[src/verilog/tcc_pkg.sv]
package tcc_pkg;

	// Register offsets on the byte-wide register port.
	localparam logic [3:0] ADDR_CTRL      = 4'h0;
	localparam logic [3:0] ADDR_STATUS    = 4'h1;
	localparam logic [3:0] ADDR_EVENTS    = 4'h2;
	localparam logic [3:0] ADDR_CHMODE    = 4'h3;
	localparam logic [3:0] ADDR_CMPSEL    = 4'h4;
	localparam logic [3:0] ADDR_PORT      = 4'h5;
	localparam logic [3:0] ADDR_COUNT_LO  = 4'h6;
	localparam logic [3:0] ADDR_COUNT_HI  = 4'h7;
	localparam logic [3:0] ADDR_CHAN_BASE = 4'h8;

	// Field positions in the timer control register.
	localparam int CTRL_SRC_LSB   = 0;
	localparam int CTRL_PRESC_BIT = 2;
	localparam int CTRL_RLD_EN    = 3;
	localparam int CTRL_RLD_MODE  = 4;
	localparam int CTRL_EDGE_BIT  = 5;
	localparam int CTRL_EXEN_BIT  = 6;

	// Field positions in the status register.
	localparam int STAT_OVF_BIT = 0;
	localparam int STAT_EXF_BIT = 1;

	// Values after reset, and the all-ones count maximum.
	localparam logic [7:0]  CTRL_RST   = 8'h00;
	localparam logic [7:0]  CHMODE_RST = 8'h00;
	localparam logic [3:0]  CMPSEL_RST = 4'h0;
	localparam logic [15:0] COUNT_RST  = 16'h0000;
	localparam logic [15:0] COUNT_MAX  = 16'hFFFF;

	// Oscillator periods per machine cycle, as a last count value.
	localparam logic [2:0] MC_LAST = 3'h5;

	// Count input source.
	typedef enum logic [1:0] {
		SRC_STOP  = 2'b00,
		SRC_TIMER = 2'b01,
		SRC_GATED = 2'b10,
		SRC_EVENT = 2'b11
	} tcc_src_type;

	// Per-channel function.
	typedef enum logic [1:0] {
		CH_OFF      = 2'b00,
		CH_COMPARE  = 2'b01,
		CH_CAPT_PIN = 2'b10,
		CH_CAPT_SW  = 2'b11
	} tcc_chmode_type;

endpackage

[src/verilog/tcc_timer2.sv]
// Functional notes
// - 16-bit count; rollover from all ones sets the overflow flag.
// - Timer source counts at one sixth or one twelfth of the clock.
// - Gated source counts only while the sampled gate is high.
// - The gate input is sampled once every machine cycle.
// - Event source counts each sampled falling edge, detected over two cycles.
// - Reload mode 0 loads the reload register on every rollover.
// - Reload mode 1 loads the reload register on a trigger falling edge.
// - Trigger falling edge sets external reload flag only when enabled.
// - Each compare channel compares its value with the count.
// - Compare mode 0 drives the output high on a match.
// - Compare mode 0 returns the output low on overflow.
// - Compare mode 0 ignores software writes to the output latch.
// - Compare mode 1 writes a shadow copied to the output on match.
// - All four channel registers can latch the full 16-bit count.
// - Capture mode 0 latches channels 1 to 3 on rising pin edges.
// - Capture mode 0 on the reload register uses the selected edge.
// - Capture mode 1 latches the count the cycle after a low-byte write.
// - Software-triggered captures raise no event flag.
module tcc_timer2 #(
	parameter int CH = 4
) (
	// Clock and reset.
	input  wire logic          sys_clk,
	input  wire logic          rst,
	// Register port.
	input  wire logic [3:0]    regAddr,
	input  wire logic [7:0]    regWrData,
	input  wire logic          regWrEn,
	input  wire logic          regRdEn,
	output logic      [7:0]    regRdData,
	// Pins.
	input  wire logic          gateEventIn,
	input  wire logic          reloadTriggerIn,
	input  wire logic [CH-1:0] captureIn,
	output logic      [CH-1:0] compareOut,
	// Flag levels.
	output logic               overflowFlag,
	output logic               externalReloadFlag
);

	localparam int SW = CH + 2;

	logic [7:0]    ctrl_q;
	logic [7:0]    chMode_q;
	logic [3:0]    cmpSel_q;
	logic [15:0]   cnt_q;
	logic          cntMoved_q;
	logic [2:0]    mcCnt_q;
	logic          half_q;
	logic [SW-1:0] syncA_q;
	logic [SW-1:0] syncB_q;
	logic [SW-1:0] pinPrev_q;
	logic          gateSamp_q;
	logic          evSamp_q;
	logic          evPrev_q;
	logic          ovfFlag_q;
	logic          exfFlag_q;
	logic [7:0]    events_q;
	logic [7:0]    rdData_q;
	logic [7:0]    rdMux;
	logic          mcEn;
	logic          tick;
	logic          ovf;
	logic          trigFall;
	logic          reloadPin;
	logic          wrCntLo;
	logic          wrCntHi;
	logic          wrCtrl;
	logic          wrPort;
	logic          gateSync;
	logic          trigSync;
	logic [CH-1:0] capSync;
	logic [CH-1:0] capRise;
	logic [CH-1:0] capFall;
	logic [CH-1:0] matchEv;
	logic [CH-1:0] capEv;
	logic [CH-1:0] outBit;
	logic [15:0]   chanVal [CH];
	logic [1:0]    src;

	// Write decode for shared registers.
	assign wrCtrl  = regWrEn && regAddr == tcc_pkg::ADDR_CTRL;
	assign wrPort  = regWrEn && regAddr == tcc_pkg::ADDR_PORT;
	assign wrCntLo = regWrEn && regAddr == tcc_pkg::ADDR_COUNT_LO;
	assign wrCntHi = regWrEn && regAddr == tcc_pkg::ADDR_COUNT_HI;

	// Configuration registers; reset stops the timer and channels.
	always_ff @(posedge sys_clk or posedge rst) begin
		if (rst) begin
			ctrl_q   <= tcc_pkg::CTRL_RST;
			chMode_q <= tcc_pkg::CHMODE_RST;
			cmpSel_q <= tcc_pkg::CMPSEL_RST;
		end else begin
			if (wrCtrl) begin
				ctrl_q <= regWrData;
			end
			if (regWrEn && regAddr == tcc_pkg::ADDR_CHMODE) begin
				chMode_q <= regWrData;
			end
			if (regWrEn && regAddr == tcc_pkg::ADDR_CMPSEL) begin
				cmpSel_q <= regWrData[3:0];
			end
		end
	end

	assign src = ctrl_q[tcc_pkg::CTRL_SRC_LSB +: 2];

	// Machine cycle divider: one enable pulse every six clocks.
	always_ff @(posedge sys_clk or posedge rst) begin
		if (rst) begin
			mcCnt_q <= 3'h0;
			half_q  <= 1'b0;
		end else if (mcEn) begin
			mcCnt_q <= 3'h0;
			half_q  <= ~half_q;
		end else begin
			mcCnt_q <= mcCnt_q + 3'h1;
		end
	end
	assign mcEn = mcCnt_q == tcc_pkg::MC_LAST;

	// Two-stage synchronisers for every pin input.
	always_ff @(posedge sys_clk or posedge rst) begin
		if (rst) begin
			syncA_q   <= '0;
			syncB_q   <= '0;
			pinPrev_q <= '0;
		end else begin
			syncA_q   <= {captureIn, reloadTriggerIn, gateEventIn};
			syncB_q   <= syncA_q;
			pinPrev_q <= syncB_q;
		end
	end
	assign gateSync = syncB_q[0];
	assign trigSync = syncB_q[1];
	assign capSync  = syncB_q[SW-1:2];
	assign trigFall = pinPrev_q[1] && !trigSync;
	assign capRise  = ~pinPrev_q[SW-1:2] & capSync;
	assign capFall  = pinPrev_q[SW-1:2] & ~capSync;

	// Gate and event samples, taken once per machine cycle.
	always_ff @(posedge sys_clk or posedge rst) begin
		if (rst) begin
			gateSamp_q <= 1'b0;
			evSamp_q   <= 1'b0;
			evPrev_q   <= 1'b0;
		end else if (mcEn) begin
			gateSamp_q <= gateSync;
			evSamp_q   <= gateSync;
			evPrev_q   <= evSamp_q;
		end
	end

	// Count enable for each source.
	always_comb begin
		unique case (src)
			tcc_pkg::SRC_TIMER: begin
				tick = mcEn && (!ctrl_q[tcc_pkg::CTRL_PRESC_BIT] || half_q);
			end
			tcc_pkg::SRC_GATED: begin
				tick = mcEn && gateSamp_q &&
					(!ctrl_q[tcc_pkg::CTRL_PRESC_BIT] || half_q);
			end
			tcc_pkg::SRC_EVENT: begin
				tick = mcEn && evPrev_q && !evSamp_q;
			end
			tcc_pkg::SRC_STOP: begin
				tick = 1'b0;
			end
		endcase
	end

	assign ovf       = tick && cnt_q == tcc_pkg::COUNT_MAX;
	assign reloadPin = trigFall && ctrl_q[tcc_pkg::CTRL_RLD_EN] &&
		ctrl_q[tcc_pkg::CTRL_RLD_MODE];

	// Count register: software byte write, pin reload, then counting.
	always_ff @(posedge sys_clk or posedge rst) begin
		if (rst) begin
			cnt_q      <= tcc_pkg::COUNT_RST;
			cntMoved_q <= 1'b0;
		end else begin
			cntMoved_q <= tick || reloadPin || wrCntLo || wrCntHi;
			if (wrCntLo) begin
				cnt_q[7:0] <= regWrData;
			end else if (wrCntHi) begin
				cnt_q[15:8] <= regWrData;
			end else if (reloadPin) begin
				cnt_q <= chanVal[0];
			end else if (tick) begin
				if (ovf && ctrl_q[tcc_pkg::CTRL_RLD_EN] &&
					!ctrl_q[tcc_pkg::CTRL_RLD_MODE]) begin
					cnt_q <= chanVal[0];
				end else begin
					cnt_q <= cnt_q + 16'h0001;
				end
			end
		end
	end

	// Overflow and external reload flags; set wins over a clear.
	always_ff @(posedge sys_clk or posedge rst) begin
		if (rst) begin
			ovfFlag_q <= 1'b0;
			exfFlag_q <= 1'b0;
		end else begin
			if (ovf) begin
				ovfFlag_q <= 1'b1;
			end else if (regWrEn && regAddr == tcc_pkg::ADDR_STATUS &&
				regWrData[tcc_pkg::STAT_OVF_BIT]) begin
				ovfFlag_q <= 1'b0;
			end
			if (trigFall && ctrl_q[tcc_pkg::CTRL_EXEN_BIT]) begin
				exfFlag_q <= 1'b1;
			end else if (regWrEn && regAddr == tcc_pkg::ADDR_STATUS &&
				regWrData[tcc_pkg::STAT_EXF_BIT]) begin
				exfFlag_q <= 1'b0;
			end
		end
	end
	assign overflowFlag       = ovfFlag_q;
	assign externalReloadFlag = exfFlag_q;

	// Per-channel compare and capture logic.
	for (genvar i = 0; i < CH; i++) begin : g_ch
		logic [1:0]  mode;
		logic [15:0] val_q;
		logic        pend_q;
		logic        shadow_q;
		logic        out_q;
		logic        wrLo;
		logic        wrHi;
		logic        pinCap;
		logic        match;

		assign mode = chMode_q[2*i +: 2];
		assign wrLo = regWrEn &&
			regAddr == tcc_pkg::ADDR_CHAN_BASE + 4'(2*i);
		assign wrHi = regWrEn &&
			regAddr == tcc_pkg::ADDR_CHAN_BASE + 4'(2*i+1);
		if (i == 0) begin : g_rld
			assign pinCap = ctrl_q[tcc_pkg::CTRL_EDGE_BIT] ?
				capRise[i] : capFall[i];
		end else begin : g_cc
			assign pinCap = capRise[i];
		end
		assign capEv[i] = mode == tcc_pkg::CH_CAPT_PIN && pinCap;
		assign match    = mode == tcc_pkg::CH_COMPARE && cntMoved_q &&
			cnt_q == val_q;
		assign matchEv[i] = match;

		// Channel value: captures take the whole count at once.
		always_ff @(posedge sys_clk or posedge rst) begin
			if (rst) begin
				val_q  <= tcc_pkg::COUNT_RST;
				pend_q <= 1'b0;
			end else begin
				pend_q <= wrLo && mode == tcc_pkg::CH_CAPT_SW;
				if (capEv[i] || pend_q) begin
					val_q <= cnt_q;
				end else if (wrLo && mode != tcc_pkg::CH_CAPT_SW) begin
					val_q[7:0] <= regWrData;
				end else if (wrHi) begin
					val_q[15:8] <= regWrData;
				end
			end
		end
		assign chanVal[i] = val_q;

		// Output latch and shadow latch.
		always_ff @(posedge sys_clk or posedge rst) begin
			if (rst) begin
				shadow_q <= 1'b0;
				out_q    <= 1'b0;
			end else begin
				if (wrPort) begin
					shadow_q <= regWrData[i];
				end
				if (mode == tcc_pkg::CH_COMPARE) begin
					if (!cmpSel_q[i]) begin
						// Writes have no path here in mode 0.
						if (match) begin
							out_q <= 1'b1;
						end else if (ovf) begin
							out_q <= 1'b0;
						end
					end else if (match) begin
						out_q <= shadow_q;
					end
				end else if (wrPort) begin
					out_q <= regWrData[i];
				end
			end
		end
		assign outBit[i] = out_q;

	end

	// Match flags in the low nibble, pin capture flags in the high.
	always_ff @(posedge sys_clk or posedge rst) begin
		if (rst) begin
			events_q <= 8'h00;
		end else begin
			events_q <= ({capEv, matchEv}) | (events_q &
				~((regWrEn && regAddr == tcc_pkg::ADDR_EVENTS) ?
				regWrData : 8'h00));
		end
	end

	assign compareOut = outBit;

	// Read multiplexer; data stands only in the cycle after the strobe.
	always_comb begin
		rdMux = 8'h00;
		unique case (regAddr)
			tcc_pkg::ADDR_CTRL: begin
				rdMux = ctrl_q;
			end
			tcc_pkg::ADDR_STATUS: begin
				rdMux = {6'h00, exfFlag_q, ovfFlag_q};
			end
			tcc_pkg::ADDR_EVENTS: begin
				rdMux = events_q;
			end
			tcc_pkg::ADDR_CHMODE: begin
				rdMux = chMode_q;
			end
			tcc_pkg::ADDR_CMPSEL: begin
				rdMux = {4'h0, cmpSel_q};
			end
			tcc_pkg::ADDR_PORT: begin
				rdMux = {4'h0, outBit};
			end
			tcc_pkg::ADDR_COUNT_LO: begin
				rdMux = cnt_q[7:0];
			end
			tcc_pkg::ADDR_COUNT_HI: begin
				rdMux = cnt_q[15:8];
			end
			default: begin
				if (regAddr[0]) begin
					rdMux = chanVal[regAddr[2:1]][15:8];
				end else begin
					rdMux = chanVal[regAddr[2:1]][7:0];
				end
			end
		endcase
	end

	// Read data register.
	always_ff @(posedge sys_clk or posedge rst) begin
		if (rst) begin
			rdData_q <= 8'h00;
		end else begin
			rdData_q <= regRdEn ? rdMux : 8'h00;
		end
	end
	assign regRdData = rdData_q;

endmodule

[config.mk]
export PLATFORM = sky130hd
export DESIGN_NAME = tcc_timer2
export DESIGN_NICKNAME = d
export VERILOG_FILES = /design/src/verilog/tcc_pkg.sv /design/src/verilog/tcc_timer2.sv
export SDC_FILE = /design/constraint.sdc
export NUM_CORES = 1
export LEC_CHECK = 0
export ABC_CLOCK_PERIOD_IN_PS = 10500
export BUFFER_PORTS_ARGS = -buffer_cell sky130_fd_sc_hd__buf_2
export CAP_MARGIN = 40
export CORE_ASPECT_RATIO = 1.5
export CORE_MARGIN = 2
export CORE_UTILIZATION = 60
export CTS_CLUSTER_SIZE = 28
export DETAILED_ROUTE_END_ITERATION = 6
export PLACE_DENSITY = 0.78
export REMOVE_ABC_BUFFERS = 1
export SYNTH_ARGS = -nofsm -noshare
export SYNTH_HDL_FRONTEND = slang
export SYNTH_SLANG_ARGS = --single-unit
[constraint.sdc]
create_clock -name sys_clk -period 10.5 [get_ports sys_clk]
set_input_delay 2.1 -clock sys_clk [delete_from_list [all_inputs] [get_ports sys_clk]]
set_output_delay 2.1 -clock sys_clk [all_outputs]
set_load 0.02 [all_outputs]
==> flow_summary.json, run 1 <==
{
  "fin_tns_setup_ps": 0,
  "yosysSeqAreaShare_pct": 43.13,
  "holdCritPathClass": "reg2reg",
  "yosysUniqueCellTypes": 65,
  "antenna_found_initial": 0,
  "max_stage_delay_ps": 610,
  "fp.dieW_um": 103.6,
  "route.vias.total": 7189,
  "synth_top_family_by_area": "multiplexers",
  "synthAdderAreaFrac_pct": 0.4201,
  "ys_ff_latch": 154,
  "cts.path.max_buffers": 2,
  "core_um2": 14530,
  "yosys.area_share.simple_pct": 13.61,
  "clock_skew_ps": 9.956,
  "dp_cells": 1057,
  "postRouteAntennaNets": 0,
  "r2r-start": "cnt_q[8]",
  "synth_cells": 886,
  "grt_pass1_wl_um": 40830,
  "p_leak_nw": 4.232,
  "wl_met1_um": 9634,
  "finalCritPeriodShare_pct": 37.67,
  "crit_end": "g_ch[3].out_q",
  "ioPinCount": 36,
  "hold_violations": 0,
  "drv_slew": 0,
  "dieArea_um2": 15900,
  "crit_slowest_cell": "buf_2",
  "yosysWarnings": 0,
  "cts_hold_buf": 0,
  "ff_latch_area_um2": 3854,
  "layout-drive-gt1-share_pct": 17.36,
  "grt_pass1_vias": 7212,
  "place_ws_ps": 6254,
  "wl_met3_um": 2026,
  "viasPerCell": 6.601,
  "fp.dieH_um": 153.5,
  "finalWorstSetupSlack_ps": 6544,
  "clk_latency_ps": 430,
  "crit_fanout": 35,
  "dpl.hpwl_um": 17760,
  "crit_path_cell_trace": "buf_2, nand2b_1, nand2b_1, o31ai_1, a21oi_1, mux2i_1, o21ai_0",
  "synth_edf_count": 0,
  "post-route-util_pct": 67.18,
  "grt_max_degree": 90,
  "synth_compound_area_share_pct": 12.97,
  "setup_viol": 0,
  "ir_drop_mv": 0.1092,
  "grt_overflow": 0,
  "slew_headroom_pct": 36.06,
  "syn_area_um2": 8935,
  "fin_nets": 905,
  "avgSynthCellArea_um2": 10.08,
  "met2_length_um": 12370,
  "postPlaceCellArea_um2": 9129,
  "multi_input_area_um2": 4676,
  "fmax_ghz": 0.2528,
  "worstSetupPathType": "in2reg",
  "ff2ff_setup_slack_ps": 7620,
  "synth_top_area_cell": "dfrtp_1",
  "min_period_ps": 3956,
  "tightest_slew_ps": 951.9,
  "grt_use_total_pct": 33.87,
  "rsz0062_at_grt": "false",
  "power_mw": 2.498,
  "cts.reportedPaths.clkPinSlew_ps": 70,
  "cts_resized": 0,
  "p_per_area_nw_per_um2": 255.9,
  "critPathBufInv": 1,
  "cts_max_level": 4,
  "reg2reg_depth": 6,
  "path_depth": 7,
  "drt-total-wl_um": 26410,
  "synth_mux_area_share_pct": 17.73,
  "final_common_cell": "dfrtp_1",
  "crit_top_cell": "nand2b_1",
  "placementRows": 54,
  "critPathCaptureType": "register",
  "r2r-end": "g_ch[1].out_q",
  "routed.top_layer": "met4",
  "postSynth.asyncResetShare_pct": 100.0,
  "cts_sinks": 154,
  "cts_tree": "yes",
  "drv.max_cap_violation_count": 0,
  "fin_cells": 1089,
  "drc": 0,
  "critPathLaunchType": "input pin",
  "drt-wirelength-per-cell_um": 24.25,
  "required_ps": 10780,
  "fill_cells": 1085,
  "synth_top_area_share_pct": 43.13,
  "crit_path_start": "regAddr[0]",
  "cts_made_buffers": 17,
  "port_buffers": 35,
  "holdWs_ps": 349.0,
  "critPathArrivalTime_ps": 4240,
  "start_util_pct": 61.51,
  "final_cell_mix": "154 x dfrtp_1, 93 x mux2i_1, 91 x nor2_1, 77 x a21oi_1, 62 x nand2_1",
  "timing.critical_path.max_delay_family": "simple AND/OR/NAND/NOR gates",
  "ys.flop_type": "dfrtp_1",
  "yosys.area_share.xor_xnor_pct": 7.450,
  "area.growth.synth_to_final_pct": 9.228,
  "drt_iter0_markers": 904,
  "gp_congestion": 0.9773,
  "num_antenna_cells": 0,
  "status": "finished, final reports clean",
  "root_buffer": "clkbuf_16",
  "drtPass1Iterations": 5,
  "fin_area_um2": 9759,
  "post_cts_buffers": 0,
  "synth_area_leaders": "dfrtp_1 43%, mux2i_1 10%, xnor2_1 5.4%, a21oi_1 4.3%, mux4_2 4.0%"
}
[how the worst min path moves through the flow]
stage / start / slack [ps] / cells after the start / end
global placement: syncA_q[4] / 330 / 0 / syncB_q[4]
finish: syncA_q[4] / 350 / 0 / syncB_q[4]
global route: syncA_q[4] / 360 / 0 / syncB_q[4]
detailed placement: syncA_q[4] / 340 / 0 / syncB_q[4]
floorplan: syncA_q[0] / 330 / 0 / syncB_q[0]
CTS: syncA_q[4] / 350 / 0 / syncB_q[4]
[report_power, final]
group	internal, mW	total (mW)	leakage [nW]	switching (mW)
clock	0.384	0.660	0.307	0.276
sequential	0.771	1.10	1.78	0.332
combinational	0.382	0.734	2.14	0.353
total	1.54	2.50	4.23	0.961
[final cells by class]
type	instances	share of cell area [%]
Sequential cell	154	39.49
Multi-Input combinational cell	640	47.91
Clock inverter	15	2.103
Inverter	23	0.9359
Clock buffer	17	4.359
Timing Repair Buffer	44	2.692
Tap cell	196	2.513
[cells in the mapped netlist, drive strengths merged, types with 2 or more instances]
cell       n
a22o       6
o31ai      5
clkbuf    36
a32oi      2
a21oi     79
nand2     62
nor4bb     3
nor2     103
inv       23
a211o      2
a211oi     8
and3b      2
o22ai     12
o221ai     5
a2bb2oi    4
mux4      16
nand2b     3
nor4      12
mux2      26
a222oi     3
buf       33
dfrtp    154
o21ai     24
xor2      21
and3       6
nand3     20
nand4     15
mux2i     93
or2        2
nor2b      6
a221oi     4
ha         3
a21o      10
nor3       6
xnor2     55
nand3b     2
a31oi     10
[state kept, by name, summed over array words and instances, names as in the netlist]
| signal | cells |
|---|---|
| events_q | 8 |
| chMode_q | 8 |
| half_q | 1 |
| syncA_q | 6 |
| cnt_q | 16 |
| evPrev_q | 1 |
| g_ch.shadow_q | 4 |
| evSamp_q | 1 |
| mcCnt_q | 3 |
| overflowFlag | 1 |
| ctrl_q | 8 |
| syncB_q | 6 |
| cmpSel_q | 4 |
| regRdData | 8 |
| g_ch.out_q | 4 |
| externalReloadFlag | 1 |
| g_ch.pend_q | 4 |
| pinPrev_q | 5 |
| g_ch.val_q | 64 |
| cntMoved_q | 1 |
[metal layers]
metal  global-route usage (%)  up-vias
met5                        0        -
met3                    6.482      139
li1                         -     3138
met4                    27.22        0
met1                    39.86     3468
met2                    54.12      444
[cell families (layout without fill, tap and decap cells)]
family / Yosys count / after routing
and+or+nand+nor: 246 / 246
AOI/OAI and AO/OA: 180 / 180
DFF: 154 / 154
muxes: 135 / 135
buffers and inverters: 92 / 99
xor gates and xnor gates: 76 / 76
adders and majority gates: 3 / 3
(Power assumes the default switching activity.)
==> run 2: changes to the inputs <==
--- a/config.mk
+++ b/config.mk
@@ -5,7 +5,7 @@
 export SDC_FILE = /design/constraint.sdc
 export NUM_CORES = 1
 export LEC_CHECK = 0
-export ABC_CLOCK_PERIOD_IN_PS = 10500
+export ABC_CLOCK_PERIOD_IN_PS = 3800
 export BUFFER_PORTS_ARGS = -buffer_cell sky130_fd_sc_hd__buf_2
 export CAP_MARGIN = 40
 export CORE_ASPECT_RATIO = 1.5
==> constraint.sdc (replaced) <==
create_clock -name sys_clk -period 3.8 [get_ports sys_clk]
set_input_delay 0.76 -clock sys_clk [delete_from_list [all_inputs] [get_ports sys_clk]]
set_output_delay 0.76 -clock sys_clk [all_outputs]
set_load 0.02 [all_outputs]
==> run 2 against run 1 <==
Effect of this change:
- routed wire length up 1.5%
- sequential cell count stayed put
- worst setup slack worse by 5500 ps
- first-iteration DRC count increased by 6.3%
- die area unchanged
- highest routed layer unchanged
- cell count increased by 0.55%
- final area rose by 0.49%
- utilization increased by 0.33 points
- global-route usage grew 1.2 points
- critical path depth did not move
- sequential power rose to 2.7 times the previous value
==> flow_summary.json, run 2 (synthesis gave the netlist of run 1 again) <==
{
  "multi_input_area_um2": 4676,
  "tightest_slew_ps": 870.1,
  "layout-drive-gt1-share_pct": 17.82,
  "cts.path.max_buffers": 2,
  "drc": 0,
  "largest_reg_flops": 64,
  "finalCritPeriodShare_pct": 73.60,
  "fp.dieH_um": 153.5,
  "hold-path-endpoint": "syncB_q[1]",
  "root_buffer": "clkbuf_16",
  "dieArea_um2": 15900,
  "crit_path_cell_trace": "ha_1, nand2_1, nor2_2, o2111a_2, a21oi_2, mux2i_1, a21oi_1",
  "drtPass1Iterations": 5,
  "cts.reportedPaths.clkPinSlew_ps": 60,
  "setup_viol": 0,
  "grt_pass1_wl_um": 42500,
  "grt_use_total_pct": 35.10,
  "reg2reg_depth": 7,
  "critPathArrivalTime_ps": 3060,
  "hold_violations": 0,
  "grt_max_degree": 82,
  "critPathLaunchType": "register",
  "status": "finished, final reports clean",
  "ff2ff_setup_slack_ps": 1000,
  "r2r-end": "cnt_q[11]",
  "ioPinCount": 36,
  "drt-wirelength-per-cell_um": 24.47,
  "ir_drop_mv": 0.3016,
  "ff_latch_area_um2": 3854,
  "fin_cells": 1095,
  "max_stage_delay_ps": 730,
  "p_leak_nw": 4.253,
  "busiest_layer": "met2",
  "min_period_ps": 2797,
  "timing.critical_path.max_delay_family": "compound AO/OA/AOI/OAI gates",
  "grt_overflow": 0,
  "crit_slowest_cell": "a21oi_2",
  "drv_slew": 0,
  "worstSetupPathType": "reg2reg",
  "cts_resized": 0,
  "drt-total-wl_um": 26800,
  "critPathBufInv": 0,
  "crit_fanout": 12,
  "hold_depth": 0,
  "dp_cells": 1061,
  "holdWs_ps": 349.1,
  "placementRows": 54,
  "post-route-util_pct": 67.51,
  "port_buffers": 35,
  "holdCritPathClass": "reg2reg",
  "clk_latency_ps": 430,
  "rsz0062_at_grt": "false",
  "post_cts_buffers": 0,
  "core_um2": 14530,
  "drv.max_cap_violation_count": 0,
  "min_from": "syncA_q[1]",
  "r2r-start": "cnt_q[1]",
  "fmax_ghz": 0.3576,
  "gr-usage-met1_pct": 41.81,
  "cts_sinks": 154,
  "fill_cells": 1104,
  "grt_pass1_vias": 7365,
  "critPathCaptureType": "register",
  "required_ps": 4070,
  "final_cell_mix": "154 x dfrtp_1, 93 x mux2i_1, 91 x nor2_1, 77 x a21oi_1, 62 x nand2_1",
  "p_per_area_nw_per_um2": 710.9,
  "final_common_cell": "dfrtp_1",
  "regMostFlops": "g_ch.val_q",
  "clock_skew_ps": 8.060,
  "cts_tree": "yes",
  "reg.largest.list": "g_ch.val_q: 64 flops, cnt_q: 16 flops",
  "cts_hold_buf": 0,
  "route.vias.total": 7177,
  "slew_headroom_pct": 41.99,
  "antenna_found_initial": 1,
  "fp.dieW_um": 103.6,
  "area.growth.synth_to_final_pct": 9.761,
  "cts_max_level": 4,
  "dpl.hpwl_um": 18360,
  "met2_usage_pct": 56.45,
  "fin_nets": 910,
  "start_util_pct": 61.51,
  "use_met3_pct": 7.122,
  "postRouteAntennaNets": 0,
  "gp_congestion": 1.004,
  "viasPerCell": 6.554,
  "cts_made_buffers": 17,
  "drt_iter0_markers": 961
}
-- run 2: final cells by class --
class / count / share of cell area, %
inverter: 23 / 0.9314
antenna: 1 / 0.02552
clock inverter: 14 / 2.131
multi-input combinational: 640 / 47.68
sequential: 154 / 39.30
clock buffer: 18 / 4.478
tap: 196 / 2.501
timing repair buffer: 49 / 2.960
-- run 2: how the worst max path moves through the flow --
stage | from | endpoint | slack [ps] | cells after the start
after floorplan | rst | chMode_q[0] | -1110 | 1
after CTS | cnt_q[1] | cnt_q[4] | 1080 | 7
after global routing | cnt_q[1] | cnt_q[4] | 870 | 7
final | cnt_q[1] | cnt_q[11] | 1000 | 7
after global placement | regAddr[1] | cnt_q[7] | 980 | 7
after detailed placement | regAddr[1] | g_ch[2].out_q | 910 | 7
-- run 2: stage by stage --
step	setup TNS, ps	worst slack (ps)	area, µm²	power (mW)
final	0	1003	9807	6.972
after global routing	0	868.5	9804	7.290
after CTS	0	1077	9799	6.919
after detailed placement	0	913.8	9151	5.031
after global placement	0	980.4	9151	4.953
after floorplan	-170910	-1110	8602	4.234
-- run 2: worst register-to-register path: stages, from the launching register on --
cell      delay [ps]
dfrtp_1          610
ha_1             360
nand2_1          140
nor2_2           100
o2111a_2         270
a21oi_2          740
mux2i_1          310
a21oi_1          110
-- run 2: layer usage --
metal / wire (µm) / vias to the layer above / share of wire, %
met5: 0 / - / 0
met2: 12780 / 424 / 48
met3: 2192 / 141 / 8.2
met4: 2171 / 0 / 8.1
li1: - / 3142 / -
met1: 9655 / 3470 / 36
-- run 2: power breakdown --
| group | switching [mW] | internal (mW) |
|---|---|---|
| sequential | 0.862 | 2.13 |
| clock | 0.732 | 1.14 |
| combinational | 1.04 | 1.07 |
